$ cat src/common/cmpd_pkg.sv
// Constants and types shared by the converter control block.
// Assumes a 50 MHz reference clock and a byte-addressed register bus.
package cmpd_pkg;
  localparam int ADDR_W = 8;
  localparam int DATA_W = 32;
  localparam int AVG_W = 16;
  localparam int CODE_W = 6;
  localparam int PRE_W = 40;
  localparam logic [5:0] IDX_STATUS = 6'h00;
  localparam logic [5:0] IDX_CONFIG = 6'h0f;
  localparam logic [5:0] IDX_PD_TIMER = 6'h10;
  localparam logic [5:0] IDX_DAC1 = 6'h11;
  localparam logic [5:0] IDX_DAC2 = 6'h12;
  localparam logic [5:0] IDX_SERIAL = 6'h13;
  localparam logic [7:0] CONFIG_RST = 8'h19;
  localparam logic [7:0] PD_TIMER_RST = 8'h40;
  localparam logic [7:0] DAC_RST = 8'hc0;
  localparam int MODE_LSB = 0;
  localparam int EN_CH2_BIT = 3;
  localparam int EN_CH1_BIT = 4;
  localparam int RANGE_LSB = 5;
  localparam int THR_FIXED_BIT = 7;
  localparam int DAC_ON_BIT = 7;
  localparam int TRACK_BIT = 6;
  localparam logic [2:0] MD_IDLE = 3'h0;
  localparam logic [2:0] MD_CONT = 3'h1;
  localparam logic [2:0] MD_SINGLE = 3'h2;
  localparam logic [2:0] MD_PDOWN = 3'h3;
  localparam logic [AVG_W-1:0] AVG_HI = 16'hc000;
  localparam logic [AVG_W-1:0] AVG_LO = 16'h4000;
  localparam logic [23:0] STEP_TAB = {6'h08, 6'h04, 6'h02, 6'h01};
  localparam logic [63:0] HOUR4_S = 64'h0000_0000_0000_3840;
  localparam logic [63:0] CLK_HZ = 64'h0000_0000_02fa_f080;
  localparam logic [63:0] HOUR4_CYC = HOUR4_S * CLK_HZ;
  typedef enum logic [3:0] {
    ST_IDLE = 4'b0001,
    ST_START = 4'b0010,
    ST_WAIT = 4'b0100,
    ST_PDOWN = 4'b1000
  } cmpd_state_t;
endpackage : cmpd_pkg

$ cat src/common/cmpd_tmr_if.sv
// Carrier between the control core and the inactivity timer.
// Assumes both ends share one clock.
`timescale 1ns/1ps
interface cmpd_tmr_if;
  logic [5:0] timeout;
  logic kick;
  logic run;
  logic expire;
  modport ctrl (output timeout, output kick, output run, input expire);
  modport timer (input timeout, input kick, input run, output expire);
endinterface : cmpd_tmr_if

$ cat src/core/cmpd_ctrl.sv
// Mode control, inactivity power-down and offset DAC tracking.
// Assumes converter strobes and averages arrive on ref_clk_i.
//
// What this block does
// - Idle mode keeps everything powered but starts no conversion.
// - Continuous mode converts the enabled channels again and again.
// - Continuous mode with both channels alternates between them.
// - Single mode performs one conversion of the enabled channel.
// - Single mode with both channels converts each channel once.
// - Power-down mode switches the analog side off; the bus keeps working.
// - Timer register at 0x10, eight bits, read and write, resets 0x40.
// - No comparator activity for the set period forces power-down, unless a config register write in the same cycle selects another mode.
// - A config register write selecting a mode other than power-down brings the part back after automatic power-down.
// - Each timeout count adds four hours to the period.
// - Timeout code zero disables the inactivity timer.
// - Per-channel offset DAC registers at 0x11 and 0x12, reset 0xc0.
// - Bit 7 of an offset DAC register turns that DAC on.
// - Bit 6 enables automatic tracking only in adaptive threshold mode.
// - Tracking raises the code when the average passes three quarters.
// - Tracking lowers the code when the average drops below a quarter.
// - The tracking step depends on the selected input range.
// - Fixed threshold mode never adjusts the offset code.
// - Offset code zero means no offset, 0x3f full offset range.
// - Threshold select high means fixed, low means adaptive thresholds.
`timescale 1ns/1ps
module cmpd_ctrl #(
  parameter logic [39:0] STEP_CYC = 40'(cmpd_pkg::HOUR4_CYC),
  // Arbitrary value, stands in for the per-part unique number.
  parameter logic [31:0] SERIAL_ID = 32'h5a5a_0001
) (
  input wire logic ref_clk_i,
  input wire logic reset_n_i,
  input wire logic [cmpd_pkg::ADDR_W-1:0] avs_address_i,
  input wire logic avs_read_i,
  input wire logic avs_write_i,
  input wire logic [cmpd_pkg::DATA_W-1:0] avs_writedata_i,
  input wire logic [3:0] avs_byteenable_i,
  output logic [cmpd_pkg::DATA_W-1:0] avs_readdata_o,
  output logic avs_waitrequest_o,
  input wire logic [1:0] cmp_active_i,
  input wire logic conv_done_i,
  input wire logic [cmpd_pkg::AVG_W-1:0] conv_avg_i,
  output logic conv_start_o,
  output logic conv_chan_o,
  output logic analog_on_o,
  output logic [1:0] offset_dac_on_o,
  output logic [cmpd_pkg::CODE_W-1:0] offset_code1_o,
  output logic [cmpd_pkg::CODE_W-1:0] offset_code2_o
);
  import cmpd_pkg::*;

  typedef struct packed {
    logic [7:0] cfg;
    logic [7:0] pdt;
    logic [1:0][7:0] dac;
    cmpd_state_t st;
    logic chan;
    logic last;
    logic ack;
    logic autopd;
    logic [DATA_W-1:0] rdata;
  } cmpd_ctrl_st_t;

  cmpd_ctrl_st_t s_r;
  cmpd_ctrl_st_t s_nxt;

  cmpd_tmr_if tmr ();

  cmpd_pdtimer #(
    .STEP_CYC(STEP_CYC)
  ) u_timer (
    .ref_clk_i(ref_clk_i),
    .reset_n_i(reset_n_i),
    .tmr(tmr)
  );

  logic [5:0] idx;
  logic req;
  logic wr_en;
  logic [2:0] mode;
  logic en1;
  logic en2;
  logic done_w;
  logic [1:0] trk;
  logic [1:0][7:0] dac_adj;
  logic [CODE_W-1:0] step;
  logic av_up;
  logic av_dn;
  logic [DATA_W-1:0] rd_mux;

  assign idx = avs_address_i[7:2];
  assign req = avs_read_i | avs_write_i;
  assign wr_en = avs_write_i & s_r.ack & avs_byteenable_i[0];
  assign mode = s_r.cfg[MODE_LSB+:3];
  assign en1 = s_r.cfg[EN_CH1_BIT];
  assign en2 = s_r.cfg[EN_CH2_BIT];
  assign done_w = (s_r.st == ST_WAIT) && conv_done_i;
  assign step = STEP_TAB[6*s_r.cfg[RANGE_LSB+:2]+:6];
  assign av_up = conv_avg_i > AVG_HI;
  assign av_dn = conv_avg_i < AVG_LO;

  // Per-channel tracking: saturating step up or down of the six-bit code.
  generate
    for (genvar c = 0; c < 2; c++) begin : g_trk
      logic [CODE_W:0] sum;
      logic [CODE_W-1:0] code;
      assign code = s_r.dac[c][CODE_W-1:0];
      assign sum = {1'b0, code} + {1'b0, step};
      assign trk[c] = s_r.dac[c][TRACK_BIT] && !s_r.cfg[THR_FIXED_BIT];
      always_comb begin
        dac_adj[c] = s_r.dac[c];
        if (av_up) begin
          dac_adj[c][CODE_W-1:0] = sum[CODE_W] ? 6'h3f : sum[CODE_W-1:0];
        end else if (av_dn) begin
          dac_adj[c][CODE_W-1:0] = (code < step) ? 6'h00 : code - step;
        end
      end
    end
  endgenerate

  always_comb begin
    rd_mux = '0;
    unique case (idx)
      IDX_STATUS: begin
        rd_mux[3:0] = {s_r.autopd, s_r.chan, s_r.st == ST_PDOWN, s_r.st[2] | s_r.st[1]};
      end
      IDX_CONFIG: begin
        rd_mux[7:0] = s_r.cfg;
      end
      IDX_PD_TIMER: begin
        rd_mux[7:0] = s_r.pdt;
      end
      IDX_DAC1: begin
        rd_mux[7:0] = s_r.dac[0];
      end
      IDX_DAC2: begin
        rd_mux[7:0] = s_r.dac[1];
      end
      IDX_SERIAL: begin
        rd_mux = SERIAL_ID;
      end
      default: begin
        rd_mux = '0;
      end
    endcase
  end

  always_comb begin
    s_nxt = s_r;
    s_nxt.ack = req & ~s_r.ack;
    if (avs_read_i && !s_r.ack) begin
      s_nxt.rdata = rd_mux;
    end
    unique case (s_r.st)
      ST_IDLE: begin
        if (mode == MD_PDOWN) begin
          s_nxt.st = ST_PDOWN;
        end else if ((mode == MD_CONT || mode == MD_SINGLE) && (en1 || en2)) begin
          s_nxt.chan = !en1;
          s_nxt.last = !(en1 && en2);
          s_nxt.st = ST_START;
        end else if (mode == MD_SINGLE) begin
          s_nxt.cfg[MODE_LSB+:3] = MD_IDLE;
        end
      end
      ST_START: begin
        s_nxt.st = ST_WAIT;
      end
      ST_WAIT: begin
        if (mode == MD_PDOWN) begin
          s_nxt.st = ST_PDOWN;
        end else if (conv_done_i) begin
          if (trk[s_r.chan] && s_r.dac[s_r.chan][DAC_ON_BIT]) begin
            s_nxt.dac[s_r.chan] = dac_adj[s_r.chan];
          end
          if (mode == MD_CONT && (en1 || en2)) begin
            s_nxt.chan = (en1 && en2) ? !s_r.chan : !en1;
            s_nxt.st = ST_START;
          end else if (mode == MD_SINGLE && !s_r.last && en2) begin
            s_nxt.chan = 1'b1;
            s_nxt.last = 1'b1;
            s_nxt.st = ST_START;
          end else if (mode == MD_SINGLE) begin
            s_nxt.cfg[MODE_LSB+:3] = MD_IDLE;
            s_nxt.st = ST_IDLE;
          end else begin
            s_nxt.st = ST_IDLE;
          end
        end
      end
      ST_PDOWN: begin
        if (mode != MD_PDOWN) begin
          s_nxt.st = ST_IDLE;
        end
      end
    endcase
    if (tmr.expire) begin
      s_nxt.cfg[MODE_LSB+:3] = MD_PDOWN;
    end
    if (wr_en) begin
      unique case (idx)
        IDX_CONFIG: begin
          s_nxt.cfg = avs_writedata_i[7:0];
          if (avs_writedata_i[MODE_LSB+:3] != MD_PDOWN) begin
            s_nxt.autopd = 1'b0;
          end
        end
        IDX_PD_TIMER: begin
          s_nxt.pdt = avs_writedata_i[7:0];
        end
        IDX_DAC1: begin
          s_nxt.dac[0] = avs_writedata_i[7:0];
        end
        IDX_DAC2: begin
          s_nxt.dac[1] = avs_writedata_i[7:0];
        end
        default: begin
        end
      endcase
    end
    if (tmr.expire) begin
      s_nxt.autopd = 1'b1;
    end
  end

  always_ff @(posedge ref_clk_i or negedge reset_n_i) begin
    if (!reset_n_i) begin
      s_r.cfg <= CONFIG_RST;
      s_r.pdt <= PD_TIMER_RST;
      s_r.dac <= {DAC_RST, DAC_RST};
      s_r.st <= ST_IDLE;
      s_r.chan <= 1'b0;
      s_r.last <= 1'b0;
      s_r.ack <= 1'b0;
      s_r.autopd <= 1'b0;
      s_r.rdata <= '0;
    end else begin
      s_r <= s_nxt;
    end
  end

  assign tmr.timeout = s_r.pdt[5:0];
  assign tmr.kick = (|cmp_active_i) | (wr_en && idx == IDX_PD_TIMER);
  assign tmr.run = s_r.st != ST_PDOWN;

  assign avs_waitrequest_o = req & ~s_r.ack;
  assign avs_readdata_o = s_r.rdata;
  assign conv_start_o = s_r.st == ST_START;
  assign conv_chan_o = s_r.chan;
  assign analog_on_o = s_r.st != ST_PDOWN;
  assign offset_dac_on_o = {s_r.dac[1][DAC_ON_BIT], s_r.dac[0][DAC_ON_BIT]};
  assign offset_code1_o = s_r.dac[0][CODE_W-1:0];
  assign offset_code2_o = s_r.dac[1][CODE_W-1:0];
endmodule : cmpd_ctrl

$ cat src/core/cmpd_pdtimer.sv
// Inactivity timer counting whole steps of the programmed period.
// Assumes kick and run come from logic on the same clock.
`timescale 1ns/1ps
module cmpd_pdtimer #(
  parameter logic [39:0] STEP_CYC = 40'h00_0000_0010
) (
  input wire logic ref_clk_i,
  input wire logic reset_n_i,
  cmpd_tmr_if.timer tmr
);
  import cmpd_pkg::*;

  typedef struct packed {
    logic [PRE_W-1:0] pre;
    logic [5:0] steps;
    logic expire;
  } cmpd_tmr_st_t;

  cmpd_tmr_st_t s_r;
  cmpd_tmr_st_t s_nxt;

  always_comb begin
    s_nxt = s_r;
    s_nxt.expire = 1'b0;
    if (tmr.kick || !tmr.run || (tmr.timeout == 6'h00)) begin
      s_nxt.pre = '0;
      s_nxt.steps = 6'h00;
    end else if (s_r.pre == STEP_CYC - 40'h00_0000_0001) begin
      s_nxt.pre = '0;
      if (s_r.steps + 6'h01 == tmr.timeout) begin
        s_nxt.expire = 1'b1;
        s_nxt.steps = 6'h00;
      end else begin
        s_nxt.steps = s_r.steps + 6'h01;
      end
    end else begin
      s_nxt.pre = s_r.pre + 40'h00_0000_0001;
    end
  end

  always_ff @(posedge ref_clk_i or negedge reset_n_i) begin
    if (!reset_n_i) begin
      s_r <= '0;
    end else begin
      s_r <= s_nxt;
    end
  end

  assign tmr.expire = s_r.expire;
endmodule : cmpd_pdtimer

$ cat config.mk
export PLATFORM = sky130hd
export DESIGN_NAME = cmpd_ctrl
export DESIGN_NICKNAME = d
export VERILOG_FILES = /design/src/common/cmpd_pkg.sv /design/src/common/cmpd_tmr_if.sv /design/src/core/cmpd_ctrl.sv /design/src/core/cmpd_pdtimer.sv
export SDC_FILE = /design/constraint.sdc
export NUM_CORES = 1
export LEC_CHECK = 0
export CAP_MARGIN = 20
export CORE_MARGIN = 2
export CORE_UTILIZATION = 60
export DETAILED_ROUTE_END_ITERATION = 16
export DONT_BUFFER_PORTS = 1
export GPL_ROUTABILITY_DRIVEN = 1
export PLACE_DENSITY = 0.76
export SLEW_MARGIN = 30
export SYNTH_ARGS = -nofsm -noshare
export SYNTH_HDL_FRONTEND = slang
export SYNTH_SLANG_ARGS = --single-unit
$ cat constraint.sdc
create_clock -name ref_clk_i -period 6.84 [get_ports ref_clk_i]
set_clock_uncertainty 0.05 [all_clocks]
set_input_delay 2.052 -clock ref_clk_i [delete_from_list [all_inputs] [get_ports ref_clk_i]]
set_output_delay 2.052 -clock ref_clk_i [all_outputs]
set_load 0.01 [all_outputs]
==> flow_summary_export.csv, run 1 <==
group,metric,value,unit
cts,postCtsSetupRepairBufs,0,
sta,relSlewSlack,36.2,%
synthesis,synthMuxAreaShare,3.37,%
synthesis,synth_compound_area_share,15.5,%
detailed_routing,drtIter0Drc,499,
place,place_congestion,0.886,
power,intPower,836,uW
power,power_density,183,nW/um^2
cts,ctsResizeCount,0,
power,swShare,29.0,%
sta,fmax,227,MHz
detailed_routing,dr.pass1.iters,5,
sta,rsz0062_at_grt,"false",
worst_setup_path,cp-end-kind,"output pin",
cts,clockRootBuffer,"clkbuf_8",
worst_setup_path,cp.required,4.74,ns
sta,setup_viol,0,
cts,clk_pin_slew,0.08,ns
synthesis,synthCells,724,
finish,final_net_count,773,
sta,layout_min_cycle_time,4.41,ns
run,drv_cap,0,
cts,cts_hold_buffers,0,
sta,fin_crit_sh,64.5,%
worst_setup_path,r2r_start,"s_r[70]",
worst_setup_path,crit_start,"avs_write_i",
hold_path,holdPathStages,2,
run_status,status,"completed",
die,die_y,108,um
worst_setup_path,max_stage_delay,0.23,ns
hold_path,hold_path_end,"dac_adj[6]",
power,irDropWorstVdd,0.000119,V
worst_setup_path,cp_top_family,"simple AND/OR/NAND/NOR gates",
power,p_leak,0.00262,uW
synthesis,yosysUniqueCellTypes,70,
worst_setup_path,start_kind,"primary input",
worst_setup_path,cp.arrival,2.31,ns
sta,hold_violations,0,
synthesis,synth-edff-count,0,
hold_path,hp-class,"flip-flop to flip-flop",
synthesis,yosysWarnings,0,
detailed_routing,vias_per_cell,6.29,
finish,fin_area,6420,um^2
power,combPwrFrac,15.7,%
hold_path,min-delay-start,"dac_adj[6]",
synthesis,synth-simple-area-share,23.7,%
worst_setup_path,cpMaxStageDelayCell,"nor2_1",
worst_setup_path,rr_worst_depth,8,
die,coreArea,10400,um^2
power,pwr-share-clk,29.8,%
finish,areaGrowthSynthToFinish,-0.465,%
power,seqPwrFrac,54.5,%
synthesis,avgSynthCellArea,8.91,um^2
cts,cts_tree,"done",
finish,fillers,883,
cts,cts_inserted_buffers,9,
cts,clock_path_buffers,2,
finish,layout_commonest_cell,"dfrtp_1",
place,dpl_cell_area,6250,um^2
die,design.die.area,11600,um^2
detailed_routing,drcViolationCount,0,
sta,whs,0.428,ns
synthesis,synthXorXnorAreaFrac,5.84,%
sta,tightest_slew,0.944,ns
synthesis,synthAdderAreaFrac,5.12,%
synthesis,async_flop_share,100,%
sta,finalMaxSlewViolations,0,
global_routing,grt_max_degree,97,
worst_setup_path,r2r_slack,4.10,ns
place,post-dp-hpwl,10600,um
global_routing,track_usage,25.4,%
detailed_routing,ant_nets,0,
synthesis,yosys-top-cells-area,"dfrtp_1 (34%), buf_4 (5.7%), nor2_1 (4.5%), nand2_1 (3.9%), ha_1 (3.9%)",
power,netSwitchingPower,341,uW
synthesis,yosysTopAreaCellShare,33.7,%
die,fp.dieW,108,um
synthesis,synth_top_family_by_area,"simple AND/OR/NAND/NOR gates",
cts,htree_levels,3,
synthesis,ys_seq_area_share,37.4,%
global_routing,overflow,0,
finish,drive_gt1_share,8.61,%
finish,multi_input_area,3530,um^2
die,io_pins,117,
worst_setup_path,crit_fanout,2,
finish,seqCellArea,2410,um^2
cts,clk_latency,0.36,ns
global_routing,first_global_vias,4808,
global_routing,antenna_found_initial,0,
cts,cts.sinks,96,
finish,layout_common_cells,"dfrtp_1 (87), nor2_1 (78), nand2_1 (67)",
worst_setup_path,cpMostUsedCell,"nor2_1",
worst_setup_path,path_cells,"nor2_1 > nor2_1",
die,initial_core_util,62.2,%
finish,antennaDiodeCount,0,
die,rows,37,
global_routing,grt_first_pass_wirelength,23600,um
detailed_routing,drt_wl_total,14600,um
synthesis,ys.flop_type,"dfrtp_1",
worst_setup_path,reg2reg_to,"offset_code1_o[5]",
worst_setup_path,criticalPathCategory,"primary input to output pin",
detailed_routing,vias,5162,
place,io_buffers,0,
sta,final.setup.tns,0,ns
worst_setup_path,crit_buf_inv,0,
synthesis,synth.largest_area_cell,"dfrtp_1",
detailed_routing,wire_per_inst,17.7,um
synthesis,ys_ff_latch,96,
synthesis,synth_area,6450,um^2
==> metal layers <==
metal | vias to the layer above | routed length (um) | GRT usage, %
met5 | - | 0 | 0
met4 | 0 | 220 | 9.62
met3 | 16 | 1080 | 3.15
met2 | 207 | 6730 | 39.8
met1 | 2506 | 6520 | 36.1
li1 | 2433 | - | -
==> cell usage after synthesis (8+ instances only) <==
cell,instances
nor3_1,20
buf_4,49
and3_1,9
nand3_1,25
nand4_1,12
a22oi_1,9
or3_1,11
nor2b_1,10
nand2_1,67
dfstp_2,9
dfrtp_1,87
o21ai_0,37
o31ai_1,8
a21oi_1,24
a22o_1,10
inv_1,31
xnor2_1,27
mux2_2,14
nor2_1,78
clkbuf_1,14
a221o_1,9
xor2_1,16
ha_1,20
nand2b_1,9
==> cell type report <==
cell class	count	area share, %
repair buffers	3	0.351
clock inverters	4	0.740
clock buffers	10	1.99
well taps	136	2.65
inverters	31	1.81
flip-flops and latches	96	37.6
multi-input cells	541	54.9
==> power groups by stage <==
stage / clock network, uW / registers (uW) / logic, uW
6_report: 351 / 642 / 184
5_1_grt: 378 / 646 / 206
4_1_cts: 356 / 641 / 183
3_5_place_dp: 0 / 652 / 182
3_3_place_gp: 0 / 648 / 176
2_1_floorplan: 0 / 631 / 166
==> worst max path at each step <==
stage,end,cells past startpoint
after floorplan,avs_waitrequest_o,2
after global placement,avs_waitrequest_o,2
after detailed placement,avs_waitrequest_o,2
after CTS,avs_waitrequest_o,2
after global routing,avs_waitrequest_o,2
final,avs_waitrequest_o,2
==> tightest hold or removal path, stage by stage, from the launching register on <==
cell	delay, ns
dfstp_2	0.38
nand2_1	0.05
nand2_1	0.05
==> flip-flops by register name (all words and copies together), names as in the netlist <==
| register | cells |
|---|---|
| offset_code2_o | 6 |
| u_timer.tmr.expire | 1 |
| conv_chan_o | 1 |
| mode | 3 |
| s_r | 18 |
| u_timer.s_r | 46 |
| en1 | 1 |
| offset_dac_on_o | 2 |
| offset_code1_o | 6 |
| avs_readdata_o | 9 |
| en2 | 1 |
| dac_adj | 2 |
==> cells by family after synthesis <==
| family | Yosys count |
|---|---|
| AND/OR/NAND/NOR | 292 |
| AO/OA/AOI/OAI | 146 |
| buffers and inverters | 102 |
| flip-flops | 96 |
| XOR/XNOR | 43 |
| adder cells (fa/ha/maj) | 24 |
| multiplexers | 20 |
| other | 1 |
==> metrics by stage <==
step	worst slack (ns)	util, %	total power, uW	cells
floorplan	2.48	-	797	739
global placement	2.46	60.2	824	807
detailed placement	2.44	60.3	834	807
CTS	2.44	61.9	1180	821
global route	2.39	61.9	1230	821
finish	2.43	61.9	1180	821
Power figures use the tool's default switching activity.
==> run 2: changes to the inputs <==
==> constraint.sdc (replaced) <==
create_clock -name ref_clk_i -period 4.47 [get_ports ref_clk_i]
set_clock_uncertainty 0.05 [all_clocks]
set_input_delay 1.341 -clock ref_clk_i [delete_from_list [all_inputs] [get_ports ref_clk_i]]
set_output_delay 1.341 -clock ref_clk_i [all_outputs]
set_load 0.01 [all_outputs]
==> run 2 against run 1 <==
  * Non-clock buffer count unchanged
  * Sequential power is 53% higher
  * Critical path depth is the same
  * Utilization grew 0.12 points
  * Design area grew 0.19%
  * Critical endpoint is now analog_on_o
==> flow_summary_export.csv, run 2 (synthesis results as in run 1) <==
group,metric,value,unit
die,fp.dieW,108,um
detailed_routing,drtIter0Drc,375,
sta,fin_crit_sh,67.5,%
die,io_pins,117,
hold_path,hold_path_end,"dac_adj[14]",
finish,layout_commonest_cell,"dfrtp_1",
place,post-dp-hpwl,10600,um
finish,areaGrowthSynthToFinish,-0.271,%
sta,whs,0.439,ns
worst_setup_path,max_stage_delay,0.58,ns
worst_setup_path,cp.arrival,1.62,ns
finish,layout_common_cells,"dfrtp_1 (87), nor2_1 (78), nand2_1 (67)",
cts,clk_pin_slew,0.10,ns
power,power_density,280,nW/um^2
finish,fin_cells,823,
finish,antennaDiodeCount,0,
finish,drive_gt1_share,9.02,%
cts,ctsResizeCount,0,
hold_path,holdPathStages,2,
sta,hold_violations,0,
cts,cts_hold_buffers,0,
worst_setup_path,cp.required,3.08,ns
detailed_routing,wire_per_inst,17.4,um
place,place_congestion,0.861,
detailed_routing,drcViolationCount,0,
sta,rsz0062_at_grt,"false",
power,irDropWorstVdd,0.000193,V
detailed_routing,vias,5206,
global_routing,first_global_vias,4988,
place,dpl_cell_area,6250,um^2
detailed_routing,vias_per_cell,6.33,
finish,regMostFlops,"u_timer.s_r",
hold_path,hp-class,"flip-flop to flip-flop",
cts,clock_path_buffers,2,
worst_setup_path,reg2reg_to,"offset_code1_o[5]",
cts,clk_latency,0.38,ns
finish,largest_register_ffs,46,
cts,postCtsSetupRepairBufs,0,
worst_setup_path,path_cells,"nor4b_2 > inv_1",
sta,finalMaxSlewViolations,0,
die,rows,37,
worst_setup_path,crit_buf_inv,1,
finish,multi_input_area,3530,um^2
worst_setup_path,cp-end-kind,"output pin",
worst_setup_path,r2r_slack,1.77,ns
global_routing,grt_max_degree,97,
finish,seqCellArea,2410,um^2
finish,fillers,911,
power,p_leak,0.00262,uW
cts,cts_tree,"done",
cts,cts.sinks,96,
global_routing,grt_first_pass_wirelength,24300,um
hold_path,min-delay-start,"dac_adj[14]",
cts,cts_inserted_buffers,9,
worst_setup_path,cpMaxStageDelayCell,"nor4b_2",
worst_setup_path,rr_worst_depth,8,
finish,fin_area,6440,um^2
cts,clockRootBuffer,"clkbuf_8",
run_status,status,"completed",
finish,final_net_count,773,
detailed_routing,ant_nets,0,
worst_setup_path,criticalPathCategory,"flip-flop to output pin",
detailed_routing,drt_wl_total,14300,um
sta,setup_viol,0,
die,die_y,108,um
worst_setup_path,start_kind,"flip-flop",
worst_setup_path,cp_top_family,"simple AND/OR/NAND/NOR gates",
global_routing,overflow,0,
sta,layout_min_cycle_time,3.02,ns
run,drv_cap,0,
place,io_buffers,0,
detailed_routing,dr.pass1.iters,4,
worst_setup_path,r2r_start,"s_r[70]",
sta,tightest_slew,0.739,ns
worst_setup_path,crit_fanout,5,
die,initial_core_util,62.2,%
global_routing,antenna_found_initial,0,
die,design.die.area,11600,um^2
die,coreArea,10400,um^2
global_routing,track_usage,26.1,%
sta,fmax,332,MHz
place,placedCellCount,807,
sta,final.setup.tns,0,ns
sta,relSlewSlack,50.7,%
cts,htree_levels,3,
==> run 2: cell types whose count changed in the layout (fill, tap and decap cells not counted), sizes merged <==
cell      delta
clkinvlp     -1
clkbuf       +1
bufinv       -1
inv          +1
clkinv       +2
==> run 2: layout make-up <==
| type | count | area share, % |
|---|---|---|
| multi-input cells | 541 | 54.9 |
| flip-flops and latches | 96 | 37.5 |
| well taps | 136 | 2.64 |
| clock buffers | 11 | 2.20 |
| inverters | 31 | 1.81 |
| clock inverters | 5 | 0.622 |
| repair buffers | 3 | 0.350 |
==> run 2: per-layer routing <==
metal  up-vias  track usage, %  routed length [um]
met5         -               0                   0
met4         0            11.0                 323
met3        23            3.75                 952
met2       191            40.9                6670
met1      2554            36.3                6350
li1       2438               -                   -
==> run 2: worst max-delay path by stage <==
stage	startpoint	to	slack, ns	depth (start not counted)
2_1_floorplan	avs_write_i	avs_waitrequest_o	1.53	2
3_3_place_gp	avs_address_i[5]	u_timer.s_r[10]	1.17	6
3_5_place_dp	avs_address_i[5]	u_timer.s_r[26]	1.13	6
4_1_cts	s_r[38]	analog_on_o	1.10	2
5_1_grt	avs_address_i[5]	u_timer.s_r[4]	1.35	6
6_report	s_r[38]	analog_on_o	1.45	2
==> run 2: worst reg2reg max path, delay by kind of cell, from the launching register on <==
kind,cells,cell delay (ns)
and+or+nand+nor,3,0.94
AOI/OAI and AO/OA,4,0.83
DFF,1,0.46
adders and majority gates,1,0.38
==> run 2: metrics by stage <==
stage / util (%) / power (uW) / worst slack, ns
3_5_place_dp: 60.3 / 1270 / 1.13
3_3_place_gp: 60.2 / 1260 / 1.17
5_1_grt: 62.1 / 1890 / 1.35
6_report: 62.1 / 1800 / 1.45
4_1_cts: 62.0 / 1800 / 1.10
2_1_floorplan: - / 1220 / 1.53
==> run 2: where the power goes <==
group / internal (uW) / switching, uW
sequential: 912 / 71.0
clock: 222 / 314
combinational: 117 / 165
==> run 3: changes to the inputs <==
==> constraint.sdc (replaced) <==
create_clock -name ref_clk_i -period 2.85 [get_ports ref_clk_i]
set_clock_uncertainty 0.05 [all_clocks]
set_input_delay 0.855 -clock ref_clk_i [delete_from_list [all_inputs] [get_ports ref_clk_i]]
set_output_delay 0.855 -clock ref_clk_i [all_outputs]
set_load 0.01 [all_outputs]
==> run 3 against run 2 <==
  * Clock power up 86%
  * Wire length up 3.3%
  * Highest routed layer unchanged
  * Critical path type is now flip-flop to flip-flop
  * Design area up 1.9%
  * Critical endpoint is now offset_code1_o[1]
==> flow_summary_export.csv, run 3 (synthesis results as in run 1) <==
group,metric,value,unit
finish,fin_area,6560,um^2
finish,drive_gt1_share,10.2,%
detailed_routing,wl_met3,953,um
power,irDropWorstVdd,0.000326,V
sta,tightest_slew,0.757,ns
power,seqPwrFrac,51.1,%
global_routing,overflow,0,
run,drv_cap,0,
cts,clk_pin_slew,0.09,ns
power,pwr-share-clk,33.3,%
global_routing,grt_max_degree,97,
cts,clk_latency,0.37,ns
sta,hold_violations,0,
worst_setup_path,cp.arrival,2.86,ns
finish,layout_commonest_cell,"dfrtp_1",
cts,clockRootBuffer,"clkbuf_8",
global_routing,antenna_found_initial,0,
sta,layout_min_cycle_time,2.66,ns
worst_setup_path,cpMaxStageDelayCell,"dfrtp_1",
worst_setup_path,r2r_slack,0.19,ns
hold_path,hp-class,"primary input to asynchronous set/reset pin",
sta,rsz0062_at_grt,"false",
detailed_routing,drt_wl_total,14800,um
worst_setup_path,crit_buf_inv,1,
detailed_routing,drtIter0Drc,381,
die,coreArea,10400,um^2
detailed_routing,route.met2.wl,6850,um
place,io_buffers,0,
power,netSwitchingPower,831,uW
sta,finalMaxSlewViolations,0,
detailed_routing,ant_nets,0,
sta,relSlewSlack,49.5,%
worst_setup_path,criticalPathCategory,"flip-flop to flip-flop",
power,swShare,27.7,%
worst_setup_path,start_kind,"flip-flop",
cts,cts_inserted_buffers,9,
finish,regMostFlops,"u_timer.s_r",
worst_setup_path,path_cells,"nor2_1 > ha_1 > inv_1 > fa_1 > nand3_1 > and2_1 > a31oi_1 > a22o_1 > a221oi_1 > nor2_1",
sta,whs,0.118,ns
detailed_routing,vias,5187,
cts,clock_path_buffers,2,
finish,areaGrowthSynthToFinish,1.59,%
die,design.die.area,11600,um^2
detailed_routing,wl_met1,6680,um
die,die_y,108,um
run_status,status,"completed",
place,post-dp-hpwl,10900,um
sta,setup_viol,0,
detailed_routing,top_layer_used,"met4",
sta,final.setup.tns,0,ns
sta,worst_slack,0.194,ns
worst_setup_path,cp_top_family,"simple AND/OR/NAND/NOR gates",
place,place_congestion,0.906,
worst_setup_path,max_stage_delay,0.46,ns
power,intPower,2170,uW
power,power_density,458,nW/um^2
die,fp.dieW,108,um
die,io_pins,117,
cts,htree_levels,3,
cts,postCtsSetupRepairBufs,0,
finish,fillers,887,
place,dpl_cell_area,6330,um^2
finish,largest_register_ffs,46,
cts,cts.sinks,96,
worst_setup_path,crit_fanout,6,
power,combPwrFrac,15.6,%
finish,fin_cells,835,
detailed_routing,wire_per_inst,17.7,um
place,pre_cts_slack,0.234,ns
die,rows,37,
finish,layout_common_cells,"dfrtp_1 (87), nor2_1 (78), nand2_1 (67)",
place,placedCellCount,819,
finish,antennaDiodeCount,0,
worst_setup_path,cp-end-kind,"flip-flop",
power,p_leak,0.00270,uW
cts,cts_hold_buffers,0,
global_routing,grt_first_pass_wirelength,24500,um
sta,fin_crit_sh,93.2,%
detailed_routing,vias_per_cell,6.21,
detailed_routing,drcViolationCount,0,
detailed_routing,dr.pass1.iters,5,
die,initial_core_util,62.2,%
finish,final_net_count,785,
cts,cts_tree,"done",
global_routing,track_usage,26.5,%
worst_setup_path,cpMostUsedCell,"nor2_1",
worst_setup_path,cp.required,3.05,ns
sta,fmax,377,MHz
cts,ctsResizeCount,0,
global_routing,first_global_vias,4996,
-- run 3: through the flow --
| step | total power (uW) | utilization [%] |
|---|---|---|
| 3_3_place_gp | 2000 | 61.1 |
| 4_1_cts | 3010 | 63.2 |
| 6_report | 3000 | 63.2 |
| 3_5_place_dp | 2020 | 61.1 |
| 2_1_floorplan | 1910 | - |
| 5_1_grt | 3130 | 63.2 |
-- run 3: worst paths after layout --
check,from,endpoint,depth (start not counted)
setup / recovery,s_r[70],offset_code1_o[1],10
hold / removal,reset_n_i,s_r[33],0
setup reg to reg,s_r[70],offset_code1_o[1],10
hold reg to reg,u_timer.s_r[7],u_timer.s_r[7],1
max in group asynchronous,reset_n_i,dac_adj[14],0
min in group ref_clk_i,u_timer.s_r[7],u_timer.s_r[7],1
-- run 3: per-layer routing --
| metal | track usage [%] | vias to the layer above |
|---|---|---|
| li1 | - | 2459 |
| met1 | 36.8 | 2518 |
| met2 | 42.9 | 188 |
| met3 | 3.93 | 22 |
| met4 | 8.06 | 0 |
| met5 | 0 | - |
-- run 3: area by class of cell --
class	count	area [um^2]	share of cell area (%)
clock buffer	13	159	2.42
clock inverter	3	65.1	0.992
inverter	31	116	1.77
multi-input combinational	541	3520	53.7
sequential	96	2410	36.8
tap	136	170	2.60
timing repair buffer	15	113	1.72
-- run 3: power groups by stage --
stage          sequential (uW)  combinational, uW  clock [uW]
2_1_floorplan             1520                398           0
3_3_place_gp              1550                448           0
3_5_place_dp              1560                461           0
4_1_cts                   1530                464        1010
5_1_grt                   1540                524        1060
6_report                  1530                467         999
